### config.mk
export PLATFORM = sky130hd
export DESIGN_NAME = adc_sequence_overrun_control
export DESIGN_NICKNAME = d
export VERILOG_FILES = /design/src/adc_ovr_pkg.sv /design/src/adc_sequence_overrun_control.sv /design/src/sticky_flag.sv
export SDC_FILE = /design/constraint.sdc
export NUM_CORES = 1
export LEC_CHECK = 0
export BUFFER_PORTS_ARGS = -buffer_cell sky130_fd_sc_hd__buf_4
export CAP_MARGIN = 20
export CORE_ASPECT_RATIO = 1.25
export CORE_UTILIZATION = 46
export DETAILED_ROUTE_END_ITERATION = 10
export HOLD_SLACK_MARGIN = 0.08
export PLACE_DENSITY = 0.78
export SLEW_MARGIN = 20
export SYNTH_ARGS = -nofsm -noshare
export SYNTH_HDL_FRONTEND = slang
export SYNTH_SLANG_ARGS = --single-unit
### constraint.sdc
create_clock -name clk_i -period 1.6 [get_ports clk_i]
set_clock_uncertainty 0.1 [all_clocks]
set_input_delay 0.16 -clock clk_i [delete_from_list [all_inputs] [get_ports clk_i]]
set_output_delay 0.16 -clock clk_i [all_outputs]
set_load 0.005 [all_outputs]
### src/adc_ovr_pkg.sv
// shared constants for the converter sequence overrun control
package adc_ovr_pkg;

	// ------------------------------------------------------------
	// field widths and the flag index range
	// ------------------------------------------------------------
	localparam int unsigned FLAG_SEL_W  = 4;
	localparam int unsigned FLAG_HI     = 15;
	localparam int unsigned FLAG_LO     = 1;
	localparam int unsigned CMD_INDEX_W = 6;

	// ------------------------------------------------------------
	// reset values and the no-flag select code
	// ------------------------------------------------------------
	localparam logic [FLAG_SEL_W-1:0]  FLAG_SEL_NONE = 4'h0;
	localparam logic [CMD_INDEX_W-1:0] INDEX_RESET   = 6'h00;
	localparam logic                   BIT_RESET     = 1'b0;

	// ------------------------------------------------------------
	// restart sequencing states
	// ------------------------------------------------------------
	typedef enum logic [2:0] {
		RS_IDLE   = 3'b001,
		RS_BUSY   = 3'b010,
		RS_REPLAY = 3'b100
	} restart_state_e;

endpackage : adc_ovr_pkg

### src/adc_sequence_overrun_control.sv
// overrun handling for restart, reload, conversion request and abort events
// How it works
// - fresh restart with none in progress sets restart_active
// - restart request while restart_active is set counts as an overrun
// - one background slot keeps only the latest overrun restart
// - pending restart replays, restart_active set one cycle after clearing
// - each restart overrun with reload_confirm high sets reload background bit
// - reload background bit clears when the pending restart is taken
// - request while pending sets error flag, halt at next boundary
// - auto mode coincident hardware and bus/interface requests halt before sampling
// - in auto mode a restart overrun leaves the error flag alone
// - abort request during abort_in_progress is discarded
// - stored command with nonzero flag select captures index and sets flag
`timescale 1ns/1ns
module adc_sequence_overrun_control (
	// clock and reset
	input  wire logic                                   clk_i,
	input  wire logic                                   reset_n_i,
	// restart requests and completion
	input  wire logic                                   restart_req_i,
	input  wire logic                                   restart_done_i,
	input  wire logic                                   reload_confirm_i,
	// conversion requests
	input  wire logic                                   auto_request_mode_i,
	input  wire logic                                   conv_req_bus_i,
	input  wire logic                                   conv_req_intf_i,
	input  wire logic                                   conv_start_i,
	input  wire logic                                   conv_boundary_i,
	input  wire logic                                   overrun_clear_i,
	// sequence abort
	input  wire logic                                   abort_req_i,
	input  wire logic                                   abort_done_i,
	// command completion
	input  wire logic                                   cmd_stored_i,
	input  wire logic [adc_ovr_pkg::FLAG_SEL_W-1:0]     flag_select_field_i,
	input  wire logic [adc_ovr_pkg::CMD_INDEX_W-1:0]    cmd_index_i,
	input  wire logic [adc_ovr_pkg::FLAG_HI:adc_ovr_pkg::FLAG_LO] done_flag_clear_i,
	// restart status
	output logic                                        restart_active_o,
	output logic                                        restart_pending_o,
	output logic                                        reload_confirm_bg_o,
	output logic                                        restart_start_o,
	output logic                                        restart_reload_o,
	output logic                                        restart_overrun_o,
	// conversion request status
	output logic                                        conversion_request_pending_o,
	output logic                                        request_overrun_error_flag_o,
	output logic                                        halt_o,
	// abort status
	output logic                                        abort_in_progress_o,
	output logic                                        abort_start_o,
	output logic                                        abort_discard_o,
	// command completion status
	output logic [adc_ovr_pkg::CMD_INDEX_W-1:0]         interrupt_index_capture_o,
	output logic [adc_ovr_pkg::FLAG_HI:adc_ovr_pkg::FLAG_LO] conversion_done_flags_o
);

	// ------------------------------------------------------------
	// restart sequencing
	// ------------------------------------------------------------
	adc_ovr_pkg::restart_state_e state_q;
	adc_ovr_pkg::restart_state_e state_d;
	logic                        pending_q;
	logic                        pending_d;
	logic                        reload_bg_q;
	logic                        reload_bg_d;
	logic                        restart_busy;
	logic                        restart_overrun;
	logic                        restart_fresh;
	logic                        restart_take;
	logic                        restart_begin;
	logic                        restart_reload_d;

	assign restart_busy = (state_q == adc_ovr_pkg::RS_BUSY) | (state_q == adc_ovr_pkg::RS_REPLAY);
	assign restart_overrun = restart_req_i & restart_busy;
	assign restart_fresh = restart_req_i & (state_q == adc_ovr_pkg::RS_IDLE);
	// pending request is taken in the cycle restart_active clears
	assign restart_take  = (state_q == adc_ovr_pkg::RS_BUSY) & restart_done_i & pending_q;
	assign restart_begin = restart_fresh | (state_q == adc_ovr_pkg::RS_REPLAY);

	// replay state gives the one-cycle gap
	always_comb begin
		state_d = state_q;
		unique case (state_q)
			adc_ovr_pkg::RS_IDLE: begin
				if (restart_fresh) begin
					state_d = adc_ovr_pkg::RS_BUSY;
				end
			end
			adc_ovr_pkg::RS_BUSY: begin
				if (restart_done_i) begin
					state_d = pending_q ? adc_ovr_pkg::RS_REPLAY : adc_ovr_pkg::RS_IDLE;
				end
			end
			adc_ovr_pkg::RS_REPLAY: begin
				state_d = adc_ovr_pkg::RS_BUSY;
			end
			default: begin
				state_d = adc_ovr_pkg::RS_IDLE;
			end
		endcase
	end

	// single slot, newest overrun overwrites and beats the take
	assign pending_d = restart_overrun | (pending_q & ~restart_take);

	// reload background capture, capture beats the clear
	assign reload_bg_d = (restart_overrun & reload_confirm_i) | (reload_bg_q & ~restart_take);

	// reload state handed over with the start: live input or held copy
	assign restart_reload_d = restart_fresh ? reload_confirm_i : reload_bg_q;

	always_ff @(posedge clk_i or negedge reset_n_i) begin
		if (!reset_n_i) begin
			state_q <= adc_ovr_pkg::RS_IDLE;
		end else begin
			state_q <= state_d;
		end
	end

	// replayed restarts must carry the reload state taken at the overrun,
	// so the copy is latched on the take and not on the replay cycle
	logic replay_reload_q;
	logic replay_reload_d;

	assign replay_reload_d = restart_take ? reload_bg_q : replay_reload_q;

	always_ff @(posedge clk_i or negedge reset_n_i) begin
		if (!reset_n_i) begin
			pending_q        <= adc_ovr_pkg::BIT_RESET;
			reload_bg_q      <= adc_ovr_pkg::BIT_RESET;
			replay_reload_q  <= adc_ovr_pkg::BIT_RESET;
			restart_active_o <= adc_ovr_pkg::BIT_RESET;
			restart_pending_o   <= adc_ovr_pkg::BIT_RESET;
			reload_confirm_bg_o <= adc_ovr_pkg::BIT_RESET;
			restart_start_o     <= adc_ovr_pkg::BIT_RESET;
			restart_reload_o    <= adc_ovr_pkg::BIT_RESET;
			restart_overrun_o   <= adc_ovr_pkg::BIT_RESET;
		end else begin
			pending_q        <= pending_d;
			reload_bg_q      <= reload_bg_d;
			replay_reload_q  <= replay_reload_d;
			restart_active_o <= (state_d == adc_ovr_pkg::RS_BUSY);
			restart_pending_o   <= pending_d;
			reload_confirm_bg_o <= reload_bg_d;
			restart_start_o     <= restart_begin;
			restart_reload_o    <= restart_fresh ? restart_reload_d : replay_reload_q;
			restart_overrun_o   <= restart_overrun;
		end
	end

	chk_fresh_sets_active: assert property (@(posedge clk_i) disable iff (!reset_n_i)
		restart_fresh |=> restart_active_o) else $error("fresh restart did not set active");
	// replay sets active after one idle cycle
	chk_replay_gap: assert property (@(posedge clk_i) disable iff (!reset_n_i)
		restart_take |=> !restart_active_o ##1 restart_active_o) else $error("replay gap wrong");
	chk_overrun_pending: assert property (@(posedge clk_i) disable iff (!reset_n_i)
		restart_overrun |=> restart_pending_o) else $error("overrun not held pending");
	// take clears reload background without a new capture
	chk_reload_cleared: assert property (@(posedge clk_i) disable iff (!reset_n_i)
		(restart_take && !restart_overrun) |=> !reload_confirm_bg_o) else $error("reload bg not cleared");
	chk_reload_capture: assert property (@(posedge clk_i) disable iff (!reset_n_i)
		(restart_overrun && reload_confirm_i) |=> reload_confirm_bg_o) else $error("reload bg not captured");

	// ------------------------------------------------------------
	// conversion request overrun
	// ------------------------------------------------------------
	logic req_pending_q;
	logic req_pending_d;
	logic stop_req_q;
	logic stop_req_d;
	logic halt_d;
	logic hw_req;
	logic sw_req;
	logic any_req;
	logic req_collide;
	logic req_overrun;

	// only started restarts raise the hardware request
	assign hw_req = auto_request_mode_i & restart_begin;
	assign sw_req = conv_req_bus_i | conv_req_intf_i;
	assign any_req = hw_req | sw_req;
	assign req_collide = hw_req & sw_req;
	assign req_overrun = (any_req & req_pending_q & ~conv_start_i) | req_collide;

	// a request in the consume cycle becomes the next pending one
	assign req_pending_d = any_req | (req_pending_q & ~conv_start_i);

	// cease at next boundary, held until software clears
	// a new overrun in the clear cycle wins so it is never lost
	assign stop_req_d = req_overrun | (stop_req_q & ~overrun_clear_i);
	// collision halts at once, before sampling begins
	assign halt_d = req_collide | (stop_req_q & conv_boundary_i) | (halt_o & ~overrun_clear_i);

	always_ff @(posedge clk_i or negedge reset_n_i) begin
		if (!reset_n_i) begin
			req_pending_q                <= adc_ovr_pkg::BIT_RESET;
			stop_req_q                   <= adc_ovr_pkg::BIT_RESET;
			halt_o                       <= adc_ovr_pkg::BIT_RESET;
			conversion_request_pending_o <= adc_ovr_pkg::BIT_RESET;
		end else begin
			req_pending_q                <= req_pending_d;
			stop_req_q                   <= stop_req_d;
			halt_o                       <= halt_d;
			conversion_request_pending_o <= req_pending_d;
		end
	end

	sticky_flag u_error_flag (
		.clk_i     (clk_i),
		.reset_n_i (reset_n_i),
		.set_i     (req_overrun),
		.clear_i   (overrun_clear_i),
		.flag_o    (request_overrun_error_flag_o)
	);

	chk_overrun_flags: assert property (@(posedge clk_i) disable iff (!reset_n_i)
		req_overrun |=> request_overrun_error_flag_o) else $error("overrun flag missing");
	chk_collide_halts: assert property (@(posedge clk_i) disable iff (!reset_n_i)
		req_collide |=> halt_o) else $error("collision did not halt");
	// restart overrun alone does not flag
	chk_restart_no_flag: assert property (@(posedge clk_i) disable iff (!reset_n_i)
		(restart_overrun && !sw_req && !restart_begin && !request_overrun_error_flag_o)
		|=> !request_overrun_error_flag_o) else $error("restart overrun flagged");

	// ------------------------------------------------------------
	// sequence abort
	// ------------------------------------------------------------
	logic abort_q;
	logic abort_d;
	logic abort_accept;

	// requests during an abort are dropped
	assign abort_accept = abort_req_i & ~abort_q;
	assign abort_d = abort_accept | (abort_q & ~abort_done_i);

	always_ff @(posedge clk_i or negedge reset_n_i) begin
		if (!reset_n_i) begin
			abort_q             <= adc_ovr_pkg::BIT_RESET;
			abort_in_progress_o <= adc_ovr_pkg::BIT_RESET;
			abort_start_o       <= adc_ovr_pkg::BIT_RESET;
			abort_discard_o     <= adc_ovr_pkg::BIT_RESET;
		end else begin
			abort_q             <= abort_d;
			abort_in_progress_o <= abort_d;
			abort_start_o       <= abort_accept;
			abort_discard_o     <= abort_req_i & abort_q;
		end
	end

	chk_abort_ignored: assert property (@(posedge clk_i) disable iff (!reset_n_i)
		(abort_req_i && abort_q) |=> !abort_start_o && abort_discard_o) else $error("abort not discarded");

	// ------------------------------------------------------------
	// command completion flags
	// ------------------------------------------------------------
	logic                                  cmd_flagged;
	logic [adc_ovr_pkg::CMD_INDEX_W-1:0]   index_d;

	assign cmd_flagged = cmd_stored_i & (flag_select_field_i != adc_ovr_pkg::FLAG_SEL_NONE);
	// index capture in the flag cycle
	assign index_d = cmd_flagged ? cmd_index_i : interrupt_index_capture_o;

	always_ff @(posedge clk_i or negedge reset_n_i) begin
		if (!reset_n_i) begin
			interrupt_index_capture_o <= adc_ovr_pkg::INDEX_RESET;
		end else begin
			interrupt_index_capture_o <= index_d;
		end
	end

	// one sticky flag per selectable code
	for (genvar g = adc_ovr_pkg::FLAG_LO; g <= adc_ovr_pkg::FLAG_HI; g++) begin : g_done
		logic hit;
		assign hit = cmd_flagged & (flag_select_field_i == g[adc_ovr_pkg::FLAG_SEL_W-1:0]);
		sticky_flag u_done_flag (
			.clk_i     (clk_i),
			.reset_n_i (reset_n_i),
			.set_i     (hit),
			.clear_i   (done_flag_clear_i[g]),
			.flag_o    (conversion_done_flags_o[g])
		);
	end

	chk_index_capture: assert property (@(posedge clk_i) disable iff (!reset_n_i)
		cmd_flagged |=> (interrupt_index_capture_o == $past(cmd_index_i))
		&& (conversion_done_flags_o[$past(flag_select_field_i)])) else $error("index or flag wrong");

endmodule : adc_sequence_overrun_control

### src/sticky_flag.sv
// one status flag that hardware sets and a clear strobe resets
`timescale 1ns/1ns
module sticky_flag (
	// clock and reset
	input  wire logic clk_i,
	input  wire logic reset_n_i,
	// set and clear strobes
	input  wire logic set_i,
	input  wire logic clear_i,
	// flag
	output logic      flag_o
);

	// ------------------------------------------------------------
	// flag storage
	// ------------------------------------------------------------
	logic flag_d;

	// a set in the clearing cycle wins so no event is lost
	assign flag_d = set_i | (flag_o & ~clear_i);

	always_ff @(posedge clk_i or negedge reset_n_i) begin
		if (!reset_n_i) begin
			flag_o <= adc_ovr_pkg::BIT_RESET;
		end else begin
			flag_o <= flag_d;
		end
	end

	chk_set_wins_clear: assert property (@(posedge clk_i) disable iff (!reset_n_i)
		set_i |=> flag_o) else $error("flag not set after set strobe");
	chk_hold_no_clear: assert property (@(posedge clk_i) disable iff (!reset_n_i)
		(flag_o && !clear_i) |=> flag_o) else $error("flag dropped without clear");

endmodule : sticky_flag
# Word level (Yosys, flattened, before mapping)
# Index checks and enable logic that the tools add are counted.
[classes]
n_eq_ne = 19
n_mux = 5
bitwise = 98
reduce_logical = 1
[op_table]
columns = ["operator", "n"]
rows = [
  ["$and 1x1->1", 50],
  ["$eq 4x4->1 const B", 8],
  ["$or 1x1->1", 28],
  ["$not 1->1", 20],
  ["$eq 4x3->1 const B", 4],
  ["$mux 3", 3],
  ["$pmux 3 s3", 1],
  ["$eq 4x2->1 const B", 2],
  ["$eq 3x2->1 const B", 2],
  ["$eq 4x1->1 const B", 1],
  ["$reduce_bool 4->1", 1],
  ["$eq 3x1->1 const B", 1],
  ["$eq 3x3->1 const B", 1],
  ["$mux 1", 1],
]
[word_totals]
register_bits = 38

# Logic depth before layout (Yosys ltp)
[logic_depth]
depth_word = 9
depth_mapped = 4
depth_no_buf = 3

# Hierarchy
# From an unflattened synthesis, not the netlist that was laid out.
[unflattened]
hier_cells = 140
area_unflattened_um2 = 1601.5
[by_module_without_submodules]
columns = ["module", "n_inst", "cells_each", "area_per_inst_um2", "seq_area_each_um2"]
rows = [
  ["adc_sequence_overrun_control", 1, 92, 1021.0, 551.8],
  ["sticky_flag", 16, 3, 36.3, 25.0],
]

# Worst setup path before layout
# OpenSTA, ideal clock, no wires.
[synth_path]
kind = "register -> register"
start = "register state_q[2]"
end = "register replay_reload_q"
setup_ns = 0.125
t_arrival_ns = 1.134
t_required_ns = 1.375
setup_slack_ns = 0.241
stages_incl_launch_ff = 5
synth_period_minus_slack_ns = 1.359
path_cell_list = "dfrtp_1 > buf_2 > nor3b_1 > nand3_1 > mux2_2"
[synth_between]
elab_chain_len = 3
[synth_lines]
columns = ["element", "line_no", "source"]
rows = [
  ["start, declared", "adc_sequence_overrun_control.sv:61", "adc_ovr_pkg::restart_state_e state_q;"],
  ["start signal, assigned", "adc_sequence_overrun_control.sv:115", "state_q <= adc_ovr_pkg::RS_IDLE;"],
  ["start signal, assigned", "adc_sequence_overrun_control.sv:117", "state_q <= state_d;"],
  ["$eq 3x2->1", "adc_sequence_overrun_control.sv:78", "assign restart_take = (state_q == adc_ovr_pkg::RS_BUSY) & restart_done_i & pending_q;"],
  ["$and 1x1->1 (2 in a row)", "adc_sequence_overrun_control.sv:78", ""],
  ["end signal, assigned", "adc_sequence_overrun_control.sv:132", "replay_reload_q <= adc_ovr_pkg::BIT_RESET;"],
  ["end signal, assigned", "adc_sequence_overrun_control.sv:142", "replay_reload_q <= replay_reload_d;"],
  ["end, declared", "adc_sequence_overrun_control.sv:123", "logic replay_reload_q;"],
]
# Every way passes these cells.
# A chain may end at the register's enable or synchronous reset.

# Worst setup path after layout
[layout_path]
start = "input conv_boundary_i"
end = "register halt_o"
[layout_between]
elab_chain_len = 3
[layout_lines]
columns = ["element", "line_no", "source"]
rows = [
  ["start, declared", "adc_sequence_overrun_control.sv:28", "input wire logic conv_boundary_i,"],
  ["$and 1x1->1", "adc_sequence_overrun_control.sv:193", "assign halt_d = req_collide | (stop_req_q & conv_boundary_i) | (halt_o & ~overrun_clear_i);"],
  ["$or 1x1->1 (2 in a row)", "adc_sequence_overrun_control.sv:193", ""],
  ["net halt_d", "adc_sequence_overrun_control.sv:172", "logic halt_d;"],
  ["end signal, assigned", "adc_sequence_overrun_control.sv:199", "halt_o <= adc_ovr_pkg::BIT_RESET;"],
  ["end signal, assigned", "adc_sequence_overrun_control.sv:204", "halt_o <= halt_d;"],
  ["end, declared", "adc_sequence_overrun_control.sv:48", "output logic halt_o,"],
]
# The timed path passes the listed nets, and every way through them passes these cells.

==> metrics.md <==
| Metric | Value |
|---|---|
| Congestion Overflow GR | `0` |
| Biggest register | `g_done.u_done_flag.flag_o` |
| Clk slew on worst S/H paths | `approximately 0.07 ns` |
| CP max-delay cell | `dlygate4sd3_1` |
| Crit-path most repeated cell | `dlygate4sd3_1` |
| Yosys warning total | `0` |
| #FFs+latches synth | `38` |
| Max_cap viols | `0` |
| Vias in the first global route | `1427` |
| Biggest regs | `g_done.u_done_flag.flag_o x15, interrupt_index_capture_o x6, state_q x3` |
| Peak supply drop | `0.000928 V` |
| Clock Path Buffers | `2` |
| Layout Nets | `approximately 280` |
| Effective utilization at floorplan | `0.479` |
| CP required | `1.66 ns` |
| Post-synth cell types | `33` |
| Avg WL per Cell | `13.7 um` |
| Die Area | `3840 um2` |
| Mean area per synthesized cell | `11.5 um2` |
| Global-route wire length before repair | `6470 um` |
| Initial antenna violation count | `0` |
| PnR worst setup slack | `0.0388 ns` |
| Post CTS Setup Buffer Count | `0` |
| P per Cell Area | `1010 nW/um2` |
| Hold Vio Cnt, Final | `0` |
| Least-Margin Pin Slew | `between 0.4 and 0.5 ns` |
| Cells along the critical path | `dlygate4sd3_1 > buf_4 > a22oi_1 > dlygate4sd3_1 > nand2_1` |
| CTS buffer count | `5` |
| Worst setup SP type | `input pin` |
| Worst-path maximum fanout | `1` |
| IO Pins | `72` |
| Die W | `55.6 um` |
| Gpl congestion | `0.949` |
| Crit path capture type | `register` |
| Leakage | `~1.2 nW` |
| Slew Viols, Final | `0` |
| Mapped Cells | `144` |
| Total instance count after detailed placement | `237` |
| N_diodes | `0` |
| Slew headroom | `0.677` |
| Routed wire length | `3770 um` |
| Status | `finished clean` |
| Max reg flops | `15` |
| Core box area | `3450 um2` |
| Cell Count, Final, Fillers Out | `276` |
| Fin crit share | `0.976` |
| Tmin final | `1.56 ns` |
| Worst slack at placement | `0.0932 ns` |
| CTS tree | `done` |
| Critical Setup Path Class | `input pin to register` |
| Bufs and invs on worst path | `3` |
| Largest net degree at the start of global routing | `39` |
| Clock H-tree levels | `2` |
| DRT antenna net count | `0` |
| Routed vias/inst | `4.95` |
| Mapped Area | `1650 um2` |
| Fmax | `0.641 GHz` |
| Delay-heaviest family, CP | `buffers and inverters` |
| Fraction of layout cells with a size suffix above 1 | `0.401` |
| Post-synthesis net count | `roughly 180` |
| Port Buf Inserts | `71` |
| Final setup violation count | `0` |
| DRC marker count from the first detailed-route iteration | `54` |
| 1st-pass router iterations | `4` |
| Chip height | `roughly 69 um` |
| DRC viols | `0` |
| Largest stage delay, worst path | `0.57 ns` |
| Layout area overhead | `53.3%` |
| Root buffer cell | `clkbuf_8` |
| Detailed placer's ending HPWL | `around 2500 um` |
| Number of core rows | `24` |
| CTS sink cnt | `38` |
| Via Count | `between 1000 and 1500` |
| Arrival time at the worst endpoint | `1.62 ns` |
| GRT Util Overall | `0.214` |
| Clock Latency Late Sink | `0.28 ns` |
| Hold Crit Class | `input pin to register` |
| Sequential cell area fraction in the yosys report | `0.576` |
==> layout make-up <==
cell class	instances	area, um2
clock buffers	5	68.8
clock inverters	3	40.0
fillers	233	918
inverters	18	67.6
multi-input cells	71	514
flip-flops and latches	38	952
well taps	39	48.8
repair buffers	102	843
==> synthesized netlist by cell type <==
library cell,count,share of area
a21oi_1,3,0.0091
nor3b_2,1,0.0076
xnor2_1,1,0.0053
o31ai_4,1,0.013
nor3b_1,2,0.0091
o22a_1,1,0.0053
o221ai_1,1,0.0053
or2_2,1,0.0038
mux2_2,8,0.054
a22oi_1,3,0.014
nor4bb_1,1,0.0061
nand3_1,2,0.0061
nand3b_1,2,0.0091
and4bb_2,1,0.0076
a31oi_1,1,0.0038
nand2_1,3,0.0068
nor3_1,3,0.0091
or2_4,1,0.0053
nor2_1,6,0.014
or3b_2,1,0.0053
dfstp_2,1,0.016
nand2b_1,3,0.011
a22o_1,1,0.0053
o21bai_1,2,0.0091
inv_1,18,0.041
dfrtp_1,37,0.56
o21ai_0,1,0.0030
buf_4,16,0.073
buf_2,1,0.0030
nor2b_1,4,0.015
or2b_1,1,0.0045
and2_1,1,0.0038
o22ai_1,15,0.057
==> kinds of logic (layout without fill, tap and decap cells) <==
logic type,count (synthesis),after routing,share of synthesized area
DFF,38,38,0.576
buffers and inverters,35,128,0.116
muxes,8,8,0.0545
AOI/OAI and AO/OA,29,29,0.124
and+or+nand+nor,33,33,0.124
xor gates and xnor gates,1,1,0.00530
==> metrics by stage <==
step | utilization | hold WS (ns) | setup TNS [ns] | total power [mW] | instance area, um2
CTS | 0.733 | 0.0828 | 0 | 2.58 | 2530
finish | 0.734 | 0.101 | 0 | 2.56 | 2530
global placement | 0.611 | 0.0389 | 0 | 1.70 | 2110
detailed placement | 0.611 | 0.0540 | 0 | 1.72 | 2110
global route | 0.734 | 0.117 | -0.000352 | 2.70 | 2530
floorplan | - | -0.236 | 0 | 1.44 | 1650
==> power breakdown <==
part	total, mW	switching [mW]	internal [mW]
sequential	1.20	0.102	1.10
clock	0.788	0.330	0.459
combinational	0.578	0.211	0.367
==> worst min-delay path, cell delays in order <==
cell      delay, ns
buf_4          0.12
nand2b_1       0.09
nor2_1         0.07
==> cell usage in the layout (no fill, tap or decap) <==
cell type      synthesis  layout
nor3b_2                1       1
nor4bb_1               1       1
or2_4                  1       1
nand3b_1               2       2
nand2b_1               3       3
o21ai_0                1       1
dlygate4sd3_1          0      31
xnor2_1                1       1
or2_2                  1       1
a22oi_1                3       3
nand2_1                3       3
inv_1                 18      18
mux2_2                 8       8
and2_1                 1       1
and4bb_2               1       1
clkbuf_8               0       5
a22o_1                 1       1
o31ai_4                1       1
or2b_1                 1       1
a31oi_1                1       1
clkinv_2               0       2
o22ai_1               15      15
a21oi_1                3       3
bufinv_16              0       1
nor2b_1                4       4
o221ai_1               1       1
o22a_1                 1       1
buf_4                 16      71
dfrtp_1               37      37
nor3_1                 3       2
nor3b_1                2       2
dfstp_2                1       1
nor3_2                 0       1
o21bai_1               2       2
or3b_2                 1       1
nand3_1                2       2
nor2_1                 6       6
==> final timing paths <==
check,slack [ns],cells past startpoint,to,from
worst min-delay path,0.10,3,restart_overrun_o,restart_req_i
worst max register to register,0.12,3,stop_req_q,state_q[1]
worst max-delay path,0.04,5,halt_o,conv_boundary_i
worst min register to register,0.40,1,abort_start_o,abort_q
min in group asynchronous,0.29,2,g_done[9].u_done_flag.flag_o,reset_n_i
max in group asynchronous,0.76,2,state_q[0],reset_n_i
==> timing repair <==
action,in CTS,in global routing
hold endpoints to repair,67,1
hold buffers,31,1
resized for setup,0,1
setup endpoints to repair,0,1
==> routing by layer <==
layer  up-vias  wire [um]  track usage
met5         -          0            0
met4         0         32       0.0500
met3         4        274       0.0675
met2        56       2000        0.400
met1       645       1460        0.229
li1        660          -            -
Power figures use the tool's default switching activity.
